**config.mk**
```make
export PLATFORM = sky130hd
export DESIGN_NAME = cst_regs
export DESIGN_NICKNAME = d
export VERILOG_FILES = /design/src/hw/cst_pkg.sv /design/src/hw/cst_prescaler.sv /design/src/hw/cst_regs.sv
export VERILOG_INCLUDE_DIRS = /design/src /design/src/hw
export SDC_FILE = /design/constraint.sdc
export NUM_CORES = 1
export LEC_CHECK = 0
export ABC_AREA = 1
export BUFFER_PORTS_ARGS = -buffer_cell sky130_fd_sc_hd__buf_2
export CAP_MARGIN = 25
export CORE_MARGIN = 2
export CORE_UTILIZATION = 47
export CTS_BUF_LIST = sky130_fd_sc_hd__clkbuf_4
export DETAILED_ROUTE_END_ITERATION = 8
export HOLD_SLACK_MARGIN = 0.05
export PLACE_DENSITY = 0.73
export SLEW_MARGIN = 25
export SYNTH_ARGS = -nofsm -noshare
export SYNTH_HDL_FRONTEND = slang
export SYNTH_SLANG_ARGS = --single-unit
```
**constraint.sdc**
```tcl
create_clock -name clk -period 1.5 [get_ports clk]
set_input_delay 0.15 -clock clk [delete_from_list [all_inputs] [get_ports clk]]
set_output_delay 0.15 -clock clk [all_outputs]
set_load 0.01 [all_outputs]
```
**src/hw/cst_map.svh**
```systemverilog
// Register offsets, field positions, reset values and the functional summary.
// Assumes inclusion by the prescaler and register design files of the status block.
//
// Function
// [RULE_01] Stack room clears at pointer Fh or on a wrap, else reads 1.
// [RULE_02] Disable bit blocks core_irq, not irq; else only enabled sources may fire.
// [RULE_03] Powerdown flag sets at power-up and on each watchdog clear op.
// [RULE_04] The powerdown flag is cleared when the sleep op executes.
// [RULE_05] A power-on reset clears the power-on flag until software sets it.
// [RULE_06] Timer0 control bit 7 picks the irq pin edge, 1 rising, 0 falling.
// [RULE_07] Source 1 is instr clock; code n<8 divides by 2^n, 1xxx by 256.
// [RULE_08] External source: input edge bit picks rising (1) or falling (0).
// [RULE_09] Any reset sets stack room; after an Fh to 0h wrap it stays clear.
// [RULE_10] Expiry, powerdown and stack room flags ignore software writes.
// [RULE_11] Brownout flag marks a brown-out reset, unreliable if detector off.
`ifndef CST_MAP_SVH
`define CST_MAP_SVH

// ============================================================
// Register offsets
`define CST_OFF_T0CTL    8'h05
`define CST_OFF_STATUS   8'h06
`define CST_OFF_IRQ_STAT 8'h07
`define CST_OFF_IRQ_MASK 8'h08

// ============================================================
// Status register fields
`define CST_B_STACK      5
`define CST_B_GIRQD      4
`define CST_B_WDT        3
`define CST_B_PD         2
`define CST_B_POR        1
`define CST_B_BOR        0

// ============================================================
// Timer0 control fields and reset, stack top and prescaler limit
`define CST_B_EDGE       7
`define CST_B_T0EDGE     6
`define CST_B_T0SRC      5
`define CST_T0CTL_RST    8'h00
`define CST_SP_TOP       4'hf
`define CST_PS_MAX       8'hff

// ============================================================
// Interrupt status bits
`define CST_I_EXT        0
`define CST_I_T0EXT      1
`define CST_I_T0TICK     2
`define CST_I_STACK      3
`define CST_NIRQ         4

`endif

```
**src/hw/cst_pkg.sv**
```systemverilog
// Types shared by the status block.
// Assumes the constants header is on the include path.
`default_nettype none
package cst_pkg;
    typedef logic [7:0] cst_byte_t;
    typedef enum logic [1:0] {CST_RST_POR, CST_RST_BOR, CST_RST_OTHER}
        cst_rst_kind_t;
endpackage : cst_pkg
`default_nettype wire

```
**src/hw/cst_prescaler.sv**
```systemverilog
// Timer0 prescaler: divides the selected tick stream by the coded ratio.
// Assumes tick_in is a one-cycle pulse in the clk domain.
`include "cst_map.svh"
`default_nettype none
module cst_prescaler #(
    parameter int W = 8
) (
    input  wire logic       clk,
    input  wire logic       rst,
    input  wire logic [3:0] ps_code,
    input  wire logic       tick_in,
    output logic            tick_out
);
    import cst_pkg::*;
    logic [W-1:0] cnt_q;
    logic [W-1:0] lim;

    // Codes 0 to 7 divide by 2^n, any 1xxx divides by 256.
    always_comb begin
        lim = ps_code[3] ? W'(`CST_PS_MAX) // [RULE_07]
                         : W'((9'h001 << ps_code[2:0]) - 9'h001);
    end

    // Counter wraps at the limit and emits one pulse per ratio.
    always_ff @(posedge clk) begin
        if (rst) begin
            cnt_q    <= '0;
            tick_out <= 1'b0;
        end else begin
            tick_out <= 1'b0;
            if (tick_in) begin
                if (cnt_q >= lim) begin
                    cnt_q    <= '0;
                    tick_out <= 1'b1; // [RULE_07]
                end else begin
                    cnt_q <= cnt_q + W'(1);
                end
            end
        end
    end
endmodule : cst_prescaler
`default_nettype wire

```
**src/hw/cst_regs.sv**
```systemverilog
// Core status and timer0 control registers with interrupt status and mask.
// Assumes core events arrive as one-cycle pulses on clk and that the pins
// are asynchronous and pass a three-stage synchroniser here.
//
// Design decision made here: the strobed register port.
`include "cst_map.svh"
`default_nettype none
module cst_regs (
    input  wire logic            clk,
    input  wire logic            rst,
    input  wire cst_pkg::cst_rst_kind_t rst_kind,
    input  wire logic            bor_enabled,
    input  wire logic [7:0]      addr,
    input  wire cst_pkg::cst_byte_t wdata,
    input  wire logic            wr,
    input  wire logic            rd,
    output var cst_pkg::cst_byte_t rdata,
    input  wire logic            push,
    input  wire logic            pop,
    input  wire logic            wdt_clear_op,
    input  wire logic            sleep_op,
    input  wire logic            wdt_expire,
    input  wire logic            instr_tick,
    input  wire logic            ext_irq_pin,
    input  wire logic            timer0_ext_clock_pin,
    input  wire logic [7:0]      src_enable,
    input  wire logic [7:0]      src_pending,
    output logic                 core_irq,
    output logic                 timer0_tick,
    output logic                 ext_irq_flag,
    output logic                 timer0_ext_edge_flag,
    output logic                 global_irq_disable,
    output logic                 irq
);
    import cst_pkg::*;

    // ============================================================
    // State
    logic [3:0]  sp_q;
    logic        stack_room_q;
    logic        stack_lock_q;
    logic        gid_q;
    logic        wdt_q;
    logic        pd_q;
    logic        por_q;
    logic        bor_q;
    cst_byte_t   t0ctl_q;
    logic [`CST_NIRQ-1:0] ist_q;
    logic [`CST_NIRQ-1:0] imask_q;
    logic [2:0]  eip_q;
    logic [2:0]  tck_q;
    logic        eip_lvl_q;
    logic        tck_lvl_q;
    logic        ps_tick;
    logic        ext_rise;
    logic        ext_fall;
    logic        tck_rise;
    logic        tck_fall;
    logic        ext_evt;
    logic        t0_evt;
    logic        t0_src;
    logic [`CST_NIRQ-1:0] ev;
    cst_byte_t   status_v;

    function automatic logic hit(input logic [7:0] a, input logic [7:0] o);
        return a == o;
    endfunction : hit

    // ============================================================
    // Pin synchronisers: stage 0 feeds only stage 1.
    always_ff @(posedge clk) begin
        if (rst) begin
            eip_q <= 3'h0;
            tck_q <= 3'h0;
        end else begin
            eip_q <= {eip_q[1:0], ext_irq_pin};
            tck_q <= {tck_q[1:0], timer0_ext_clock_pin};
        end
    end

    // A pin level is accepted once stages 1 and 2 agree. The accepted
    // level starts at 0, the idle level of both pins, so no false edge
    // follows reset; the price is one more cycle of latency.
    always_ff @(posedge clk) begin
        if (rst) begin
            eip_lvl_q <= 1'b0;
            tck_lvl_q <= 1'b0;
        end else begin
            if (eip_q[1] == eip_q[2]) begin
                eip_lvl_q <= eip_q[2];
            end
            if (tck_q[1] == tck_q[2]) begin
                tck_lvl_q <= tck_q[2];
            end
        end
    end

    // An edge is a change of the accepted level, seen for one cycle.
    assign ext_rise = eip_q[1] & eip_q[2] & ~eip_lvl_q;
    assign ext_fall = ~eip_q[1] & ~eip_q[2] & eip_lvl_q;
    assign tck_rise = tck_q[1] & tck_q[2] & ~tck_lvl_q;
    assign tck_fall = ~tck_q[1] & ~tck_q[2] & tck_lvl_q;

    // Edge selection for the irq pin and the timer0 input.
    assign ext_evt = t0ctl_q[`CST_B_EDGE] ? ext_rise : ext_fall; // [RULE_06]
    assign t0_src  = t0ctl_q[`CST_B_T0SRC];
    // With the internal source the input edge bit is ignored.
    assign t0_evt  = t0_src ? 1'b0
                   : t0ctl_q[`CST_B_T0EDGE] ? tck_rise // [RULE_08]
                   : tck_fall;

    // ============================================================
    // Prescaler on the selected timer0 clock.
    cst_prescaler #(.W(8)) u_ps (
        .clk     (clk),
        .rst     (rst),
        .ps_code (t0ctl_q[4:1]),
        .tick_in (t0_src ? instr_tick : t0_evt), // [RULE_07]
        .tick_out(ps_tick)
    );

    // ============================================================
    // Stack pointer and its room flag; the pointer is not visible.
    always_ff @(posedge clk) begin
        if (rst) begin
            sp_q         <= 4'h0;
            stack_room_q <= 1'b1; // [RULE_09]
            stack_lock_q <= 1'b0;
        end else begin
            if (push && !pop) begin
                sp_q <= sp_q + 4'h1;
                if (sp_q == `CST_SP_TOP) begin
                    stack_lock_q <= 1'b1; // [RULE_09]
                end
            end else if (pop && !push) begin
                sp_q <= sp_q - 4'h1;
            end
            // Pointer at Fh clears the flag; a wrap clears it until reset.
            if (stack_lock_q || sp_q == `CST_SP_TOP) begin
                stack_room_q <= 1'b0; // [RULE_01]
            end else begin
                stack_room_q <= 1'b1; // [RULE_01]
            end
        end
    end

    // ============================================================
    // Global disable bit, written by software only.
    always_ff @(posedge clk) begin
        if (rst) begin
            gid_q <= 1'b1;
        end else if (wr && hit(addr, `CST_OFF_STATUS)) begin
            gid_q <= wdata[`CST_B_GIRQD];
        end
    end

    // Watchdog and powerdown flags follow device events only.
    always_ff @(posedge clk) begin
        if (rst) begin
            wdt_q <= 1'b1;
            pd_q  <= 1'b1; // [RULE_03]
        end else begin
            if (wdt_clear_op) begin
                wdt_q <= 1'b1;
                pd_q  <= 1'b1; // [RULE_03]
            end else if (sleep_op) begin
                pd_q  <= 1'b0; // [RULE_04]
            end
            if (wdt_expire) begin
                wdt_q <= 1'b0;
            end
        end
    end

    // Power-on flag: of the resets only a power-on reset clears it, so a later external
    // or watchdog reset leaves the earlier cause readable.
    always_ff @(posedge clk) begin
        if (rst) begin
            if (rst_kind == CST_RST_POR) begin
                por_q <= 1'b0; // [RULE_05]
            end
        end else if (wr && hit(addr, `CST_OFF_STATUS)) begin
            por_q <= wdata[`CST_B_POR]; // [RULE_05]
        end
    end

    // Brown-out flag: cleared by a brown-out reset while the detector is
    // on, and by a power-on reset so that it never starts unknown. With
    // the detector off its value carries no meaning.
    always_ff @(posedge clk) begin
        if (rst) begin
            if (rst_kind == CST_RST_POR
                || (rst_kind == CST_RST_BOR && bor_enabled)) begin
                bor_q <= 1'b0; // [RULE_11]
            end
        end else if (wr && hit(addr, `CST_OFF_STATUS)) begin
            bor_q <= wdata[`CST_B_BOR]; // [RULE_11]
        end
    end

    // Software writes never reach the device-owned bits.
    always_comb begin
        status_v = 8'h00;
        status_v[`CST_B_STACK] = stack_room_q; // [RULE_10]
        status_v[`CST_B_GIRQD] = gid_q;
        status_v[`CST_B_WDT]   = wdt_q;
        status_v[`CST_B_PD]    = pd_q;
        status_v[`CST_B_POR]   = por_q;
        status_v[`CST_B_BOR]   = bor_q;
    end

    // ============================================================
    // Timer0 control register; bit 0 is not implemented.
    always_ff @(posedge clk) begin
        if (rst) begin
            t0ctl_q <= `CST_T0CTL_RST;
        end else if (wr && hit(addr, `CST_OFF_T0CTL)) begin
            t0ctl_q <= {wdata[7:1], 1'b0};
        end
    end

    // ============================================================
    // Sticky interrupt status: an event in the clear cycle is kept.
    assign ev[`CST_I_EXT]    = ext_evt;
    assign ev[`CST_I_T0EXT]  = t0_evt;
    assign ev[`CST_I_T0TICK] = ps_tick;
    assign ev[`CST_I_STACK]  = (push & ~pop & sp_q == `CST_SP_TOP);

    genvar gi;
    generate
        for (gi = 0; gi < `CST_NIRQ; gi++) begin : g_ist
            always_ff @(posedge clk) begin
                if (rst) begin
                    ist_q[gi] <= 1'b0;
                end else if (ev[gi]) begin
                    ist_q[gi] <= 1'b1;
                end else if (wr && hit(addr, `CST_OFF_IRQ_STAT)
                             && wdata[gi]) begin
                    ist_q[gi] <= 1'b0;
                end
            end
        end
    endgenerate

    always_ff @(posedge clk) begin
        if (rst) begin
            imask_q <= '0;
        end else if (wr && hit(addr, `CST_OFF_IRQ_MASK)) begin
            imask_q <= wdata[`CST_NIRQ-1:0];
        end
    end

    // ============================================================
    // Registered outputs.
    always_ff @(posedge clk) begin
        if (rst) begin
            irq                  <= 1'b0;
            core_irq             <= 1'b0;
            timer0_tick          <= 1'b0;
            ext_irq_flag         <= 1'b0;
            timer0_ext_edge_flag <= 1'b0;
            global_irq_disable   <= 1'b1;
        end else begin
            irq                  <= |(ist_q & imask_q);
            // Disable wins over every enabled source.
            core_irq             <= ~gid_q
                & |(src_enable & src_pending); // [RULE_02]
            timer0_tick          <= ps_tick;
            ext_irq_flag         <= ext_evt; // [RULE_06]
            timer0_ext_edge_flag <= t0_evt; // [RULE_08]
            global_irq_disable   <= gid_q;
        end
    end

    // Read data stands one cycle after the strobe; unmapped reads zero.
    always_ff @(posedge clk) begin
        if (rst) begin
            rdata <= 8'h00;
        end else if (rd) begin
            case (addr)
                `CST_OFF_T0CTL:    rdata <= t0ctl_q;
                `CST_OFF_STATUS:   rdata <= status_v;
                `CST_OFF_IRQ_STAT: rdata <= 8'(ist_q);
                `CST_OFF_IRQ_MASK: rdata <= 8'(imask_q);
                default:           rdata <= 8'h00;
            endcase
        end else begin
            rdata <= 8'h00;
        end
    end

    // ============================================================
    // Checks. Each assertion watches state or outputs that this block drives; the
    // reset cycles are left out because the flags are being loaded then.
    a_gid_blocks: assert property ( // [RULE_02]
        @(posedge clk) disable iff (rst) gid_q |=> !core_irq)
        else $error("irq while disabled");
    a_sleep_pd: assert property ( // [RULE_04]
        @(posedge clk) disable iff (rst) sleep_op && !wdt_clear_op |=> !pd_q)
        else $error("pd not cleared");
    a_clr_pd: assert property ( // [RULE_03]
        @(posedge clk) disable iff (rst) wdt_clear_op |=> pd_q && wdt_q)
        else $error("pd not set");
    a_stack_top: assert property ( // [RULE_01]
        @(posedge clk) disable iff (rst) sp_q == `CST_SP_TOP |=> !stack_room_q)
        else $error("room kept");
    a_room_back: assert property ( // [RULE_01]
        @(posedge clk) disable iff (rst)
        !stack_lock_q && sp_q != `CST_SP_TOP |=> stack_room_q)
        else $error("room not restored");
    a_stack_lock: assert property ( // [RULE_09]
        @(posedge clk) disable iff (rst) stack_lock_q |=> !stack_room_q [*3])
        else $error("lock lost");
    a_wr_ro_bits: assert property ( // [RULE_10]
        @(posedge clk) disable iff (rst)
        wr && hit(addr, `CST_OFF_STATUS) && !wdt_clear_op && !sleep_op
        |=> pd_q == $past(pd_q))
        else $error("pd written");
    a_gid_write: assert property ( // [RULE_02]
        @(posedge clk) disable iff (rst) wr && hit(addr, `CST_OFF_STATUS)
        |=> gid_q == $past(wdata[`CST_B_GIRQD]))
        else $error("disable not written");
    a_edge_rise: assert property ( // [RULE_06]
        @(posedge clk) disable iff (rst)
        ext_rise && t0ctl_q[`CST_B_EDGE] |=> ext_irq_flag)
        else $error("rise missed");
    a_edge_fall: assert property ( // [RULE_06]
        @(posedge clk) disable iff (rst)
        ext_fall && !t0ctl_q[`CST_B_EDGE] |=> ext_irq_flag)
        else $error("fall missed");
    a_int_src: assert property ( // [RULE_08]
        @(posedge clk) disable iff (rst) t0_src |=> !timer0_ext_edge_flag)
        else $error("edge used");
    a_t0ctl_write: assert property ( // [RULE_07]
        @(posedge clk) disable iff (rst) wr && hit(addr, `CST_OFF_T0CTL)
        |=> t0ctl_q == {$past(wdata[7:1]), 1'b0})
        else $error("timer0 control write");
    a_por_write: assert property ( // [RULE_05]
        @(posedge clk) disable iff (rst) wr && hit(addr, `CST_OFF_STATUS)
        |=> por_q == $past(wdata[`CST_B_POR]))
        else $error("por write");
    a_irq_sticky: assert property (
        @(posedge clk) disable iff (rst)
        1'b1 |=> (ist_q & $past(ev)) == $past(ev))
        else $error("event lost");
    a_irq_level: assert property (
        @(posedge clk) disable iff (rst) |(ist_q & imask_q) |=> irq)
        else $error("irq low");
    a_irq_quiet: assert property (
        @(posedge clk) disable iff (rst) !(|(ist_q & imask_q)) |=> !irq)
        else $error("irq high");
    a_rdata_idle: assert property (
        @(posedge clk) disable iff (rst) !rd |=> rdata == 8'h00)
        else $error("read data stands");
    c_sleep: cover property (@(posedge clk) sleep_op);
    c_wrap: cover property (@(posedge clk) stack_lock_q);
    c_tick: cover property (@(posedge clk) ps_tick);
    c_ext_edge: cover property (@(posedge clk) ext_evt);
    c_irq: cover property (@(posedge clk) irq);
endmodule : cst_regs
`default_nettype wire

```
==> results.sh <==
export IMPL_die_area_mm2=0.00651
export IMPL_worstHoldStart="rst"
export IMPL_cp_end_kind="flip-flop"
export IMPL_met1_usage_pct=24.3
export IMPL_yosysTopAreaCell="dfxtp_1"
export IMPL_finalHoldViolations=0
export IMPL_rows=27
export IMPL_io_pins=61
export IMPL_grt_max_degree=15
export IMPL_dieHeight_um=80.7
export IMPL_top_usage_layer="met2"
export IMPL_yosysUniqueCellTypes=39
export IMPL_postRouteAntennaNets=0
export IMPL_finalNetCount=530
export IMPL_core_area_mm2=0.00561
export IMPL_tightest_slew_ps=359
export IMPL_r2r_cells=12
export IMPL_synth_fp_nets=428
export IMPL_grt_usage_pct=20.9
export IMPL_die_x_um=80.7
export IMPL_maxSlewViolCount=0
export IMPL_post_route_util_pct=64.9
export IMPL_p_total_mw=3.09
export IMPL_period_needed_ps=1580
export IMPL_hold_end="eip_lvl_q$_SDFFE_PP0N_"
export IMPL_grt_pass1_wl_um=10400
export IMPL_numCtsBuffers=9
export IMPL_clock_sinks=57
export IMPL_synth_area_leaders="dfxtp_1, nand2_1, ha_1, inv_1, nor2_1"
export IMPL_syn_cell_area_mm2=0.00276
export IMPL_hold_depth=2
export IMPL_grt_pass1_vias=2428
export IMPL_portBuffers=60
export IMPL_cts_buffer_depth=2
export IMPL_most_common_layout_cells="nand2_1, buf_2, dfxtp_1, inv_1, nor2_1"
export IMPL_gr_usage_met3_pct=6.52
export IMPL_cts_tree="yes"
export IMPL_fmax_mhz=632
export IMPL_dp_cells=505
export IMPL_reg2reg_slack_ps=-80
export IMPL_setup_viol=9
export IMPL_initial_core_util_pct=49.3
export IMPL_dp_hpwl_um=4600
export IMPL_violations="setup timing"
export IMPL_cp_arrival_ps=1880
export IMPL_worstSetupStartpointType="flip-flop"
export IMPL_vdd_ir_drop_max_mv=0.563
export IMPL_synth_warnings=0
export IMPL_finalClockSkew_ps=13.0
export IMPL_yosysTopAreaCellShare_pct=39.8
export IMPL_finalCritPeriodShare_pct=106
export IMPL_rsz0062_at_grt="true"
export IMPL_instances_no_fill=543
export IMPL_dr_first_iter_drc_count=139
export IMPL_slew_headroom_pct=75.9
export IMPL_syn2layout_area_growth_pct=31.7
export IMPL_wl_per_cell_um=11.6
export IMPL_drt_total_wl_um=6300
export IMPL_antenna_found_initial=0
export IMPL_rr_endpoint="u_ps.cnt_q[4]$_SDFFE_PP0P_"
export IMPL_diodes=0
export IMPL_status="finished with violations"
export IMPL_grt_use_met2_pct=36.3
export IMPL_cp_required_ps=1800
export IMPL_path_clk_slew_ps=90
export IMPL_seq_area_frac_synth_pct=42.0
export IMPL_p_leak_nw=1.69
export IMPL_worstHoldPathType="in2reg"
export IMPL_firstDrtPassIters=4
export IMPL_gp_congestion=0.829
export IMPL_drive_above_1_share_pct=27.0
export IMPL_drc=0
export IMPL_ys_ff_latch=57
export IMPL_drv_cap=0
export IMPL_final_common_cell="nand2_1"
export IMPL_path_max_fanout=7
export IMPL_clock_latency_ps=410
export IMPL_synth_area_per_cell_um2=7.59
export IMPL_r2r_start="t0ctl_q[2]$_SDFFE_PP0P_"
export IMPL_cts_root_buffer="clkbuf_4"
export IMPL_cts_htree_levels=3
export IMPL_worst_slack_ps=-82.6
export IMPL_criticalPathCategory="reg2reg"
export IMPL_viasPerCell=4.80
export IMPL_grt_ovfl_total=0
export IMPL_p_per_area_mw_per_mm2=848
export IMPL_num_vias=2608
export IMPL_synth_cells=364
per-stage QoR:
step	setup TNS (ps)	hold WS, ps	worst slack (ps)	cell area, um2
finish	-610	76.8	-82.6	3640
global route	-1620	67.2	-195	3640
CTS	-647	56.3	-84.6	3630
detailed placement	-1010	349	-131	3260
global placement	-354	347	-54.5	3260
floorplan	0	253	1.89	2790
repair_timing:
item / CTS / global route
buffers inserted: 1 / 0
pin swaps: 4 / 1
hold buffers: 21 / 0
endpoints found under the hold margin: 20 / 0
endpoints found under the setup margin: 9 / 9
gates resized for setup: 7 / 2
worst max-delay path by stage:
stage	start	end	slack, ps	depth (start not counted)
after detailed placement	t0ctl_q[4]$_SDFFE_PP0P_	u_ps.cnt_q[2]$_SDFFE_PP0P_	-130	12
after CTS	t0ctl_q[2]$_SDFFE_PP0P_	u_ps.cnt_q[6]$_SDFFE_PP0P_	-80	12
after floorplan	t0ctl_q[4]$_SDFFE_PP0P_	u_ps.cnt_q[0]$_SDFFE_PP0P_	2	13
after global placement	t0ctl_q[4]$_SDFFE_PP0P_	u_ps.cnt_q[6]$_SDFFE_PP0P_	-50	12
final	t0ctl_q[2]$_SDFFE_PP0P_	u_ps.cnt_q[4]$_SDFFE_PP0P_	-80	12
after global routing	t0ctl_q[2]$_SDFFE_PP0P_	u_ps.cnt_q[6]$_SDFFE_PP0P_	-200	12
critical path, stage by stage, from the launching register on:
cell and delay (ps):
dfxtp_2 350, nor3_4 200, nand2_1 70, ha_1 270
nand2_1 50, nor2_1 90, nor2_1 40, nand2_1 50
nand2_1 50, nand2_1 70, nand2_2 80, nand2_4 120
nor2_1 50
cells by family (layout without fill, tap and decap cells):
group	Yosys count	after routing	synth area share, %
flops	57	57	42.0
fa+ha+maj	17	17	7.97
xor+xnor	6	6	1.90
compound gates	53	53	10.6
simple gates	173	173	29.1
buf+inv	58	165	8.42
flip-flops by register name (all words and copies together), names as in the netlist, 3 cells and up:
| name | count |
|---|---|
| rdata | 8 |
| u_ps.cnt_q | 8 |
| t0ctl_q | 7 |
| imask_q | 4 |
| ist_q | 4 |
| sp_q | 4 |
| eip_q | 3 |
| tck_q | 3 |
synth_stat cells:
master     n
nor2_4     2
nand2_2    3
xor2_1     4
a22o_1     1
clkbuf_4   1
nand2_4    2
buf_2      1
nand3_4    1
nand3_2    1
ha_1      16
or2_0      2
o21bai_1   2
a221oi_1   1
a31oi_1    3
o31ai_1    1
inv_4      1
nand3_1   21
nor2_2     1
nor3b_1    2
clkbuf_1   5
edfxtp_1   2
dfxtp_1   55
a21oi_2    1
nor3_4     3
inv_1     46
o21ai_1    2
xnor2_1    2
inv_2      3
nand2_1   84
buf_6      1
or2_2      2
a21oi_1   25
o21ai_0   15
nand4_1    3
nor3_1     3
o21a_1     2
fa_1       1
nor4_1     1
nor2_1    42
power by group:
part,switching (mW),internal (mW),total [mW]
clock,0.580,0.543,1.12
combinational,0.192,0.181,0.373
sequential,0.0304,1.56,1.59
metal layers:
| layer | up-vias | routed length, um |
|---|---|---|
| met5 | - | 0 |
| li1 | 1375 | - |
| met3 | 8 | 325 |
| met1 | 1171 | 2740 |
| met2 | 54 | 3140 |
| met4 | 0 | 86 |
layout make-up:
type / instances / area [um2]
fill: 511 / 1970
multi-input combinational: 249 / 1410
sequential: 57 / 1170
timing repair buffer: 99 / 646
inverter: 50 / 190
tap: 72 / 90.1
clock buffer: 11 / 82.6
clock inverter: 5 / 56.3
(Power assumes the default switching activity.)
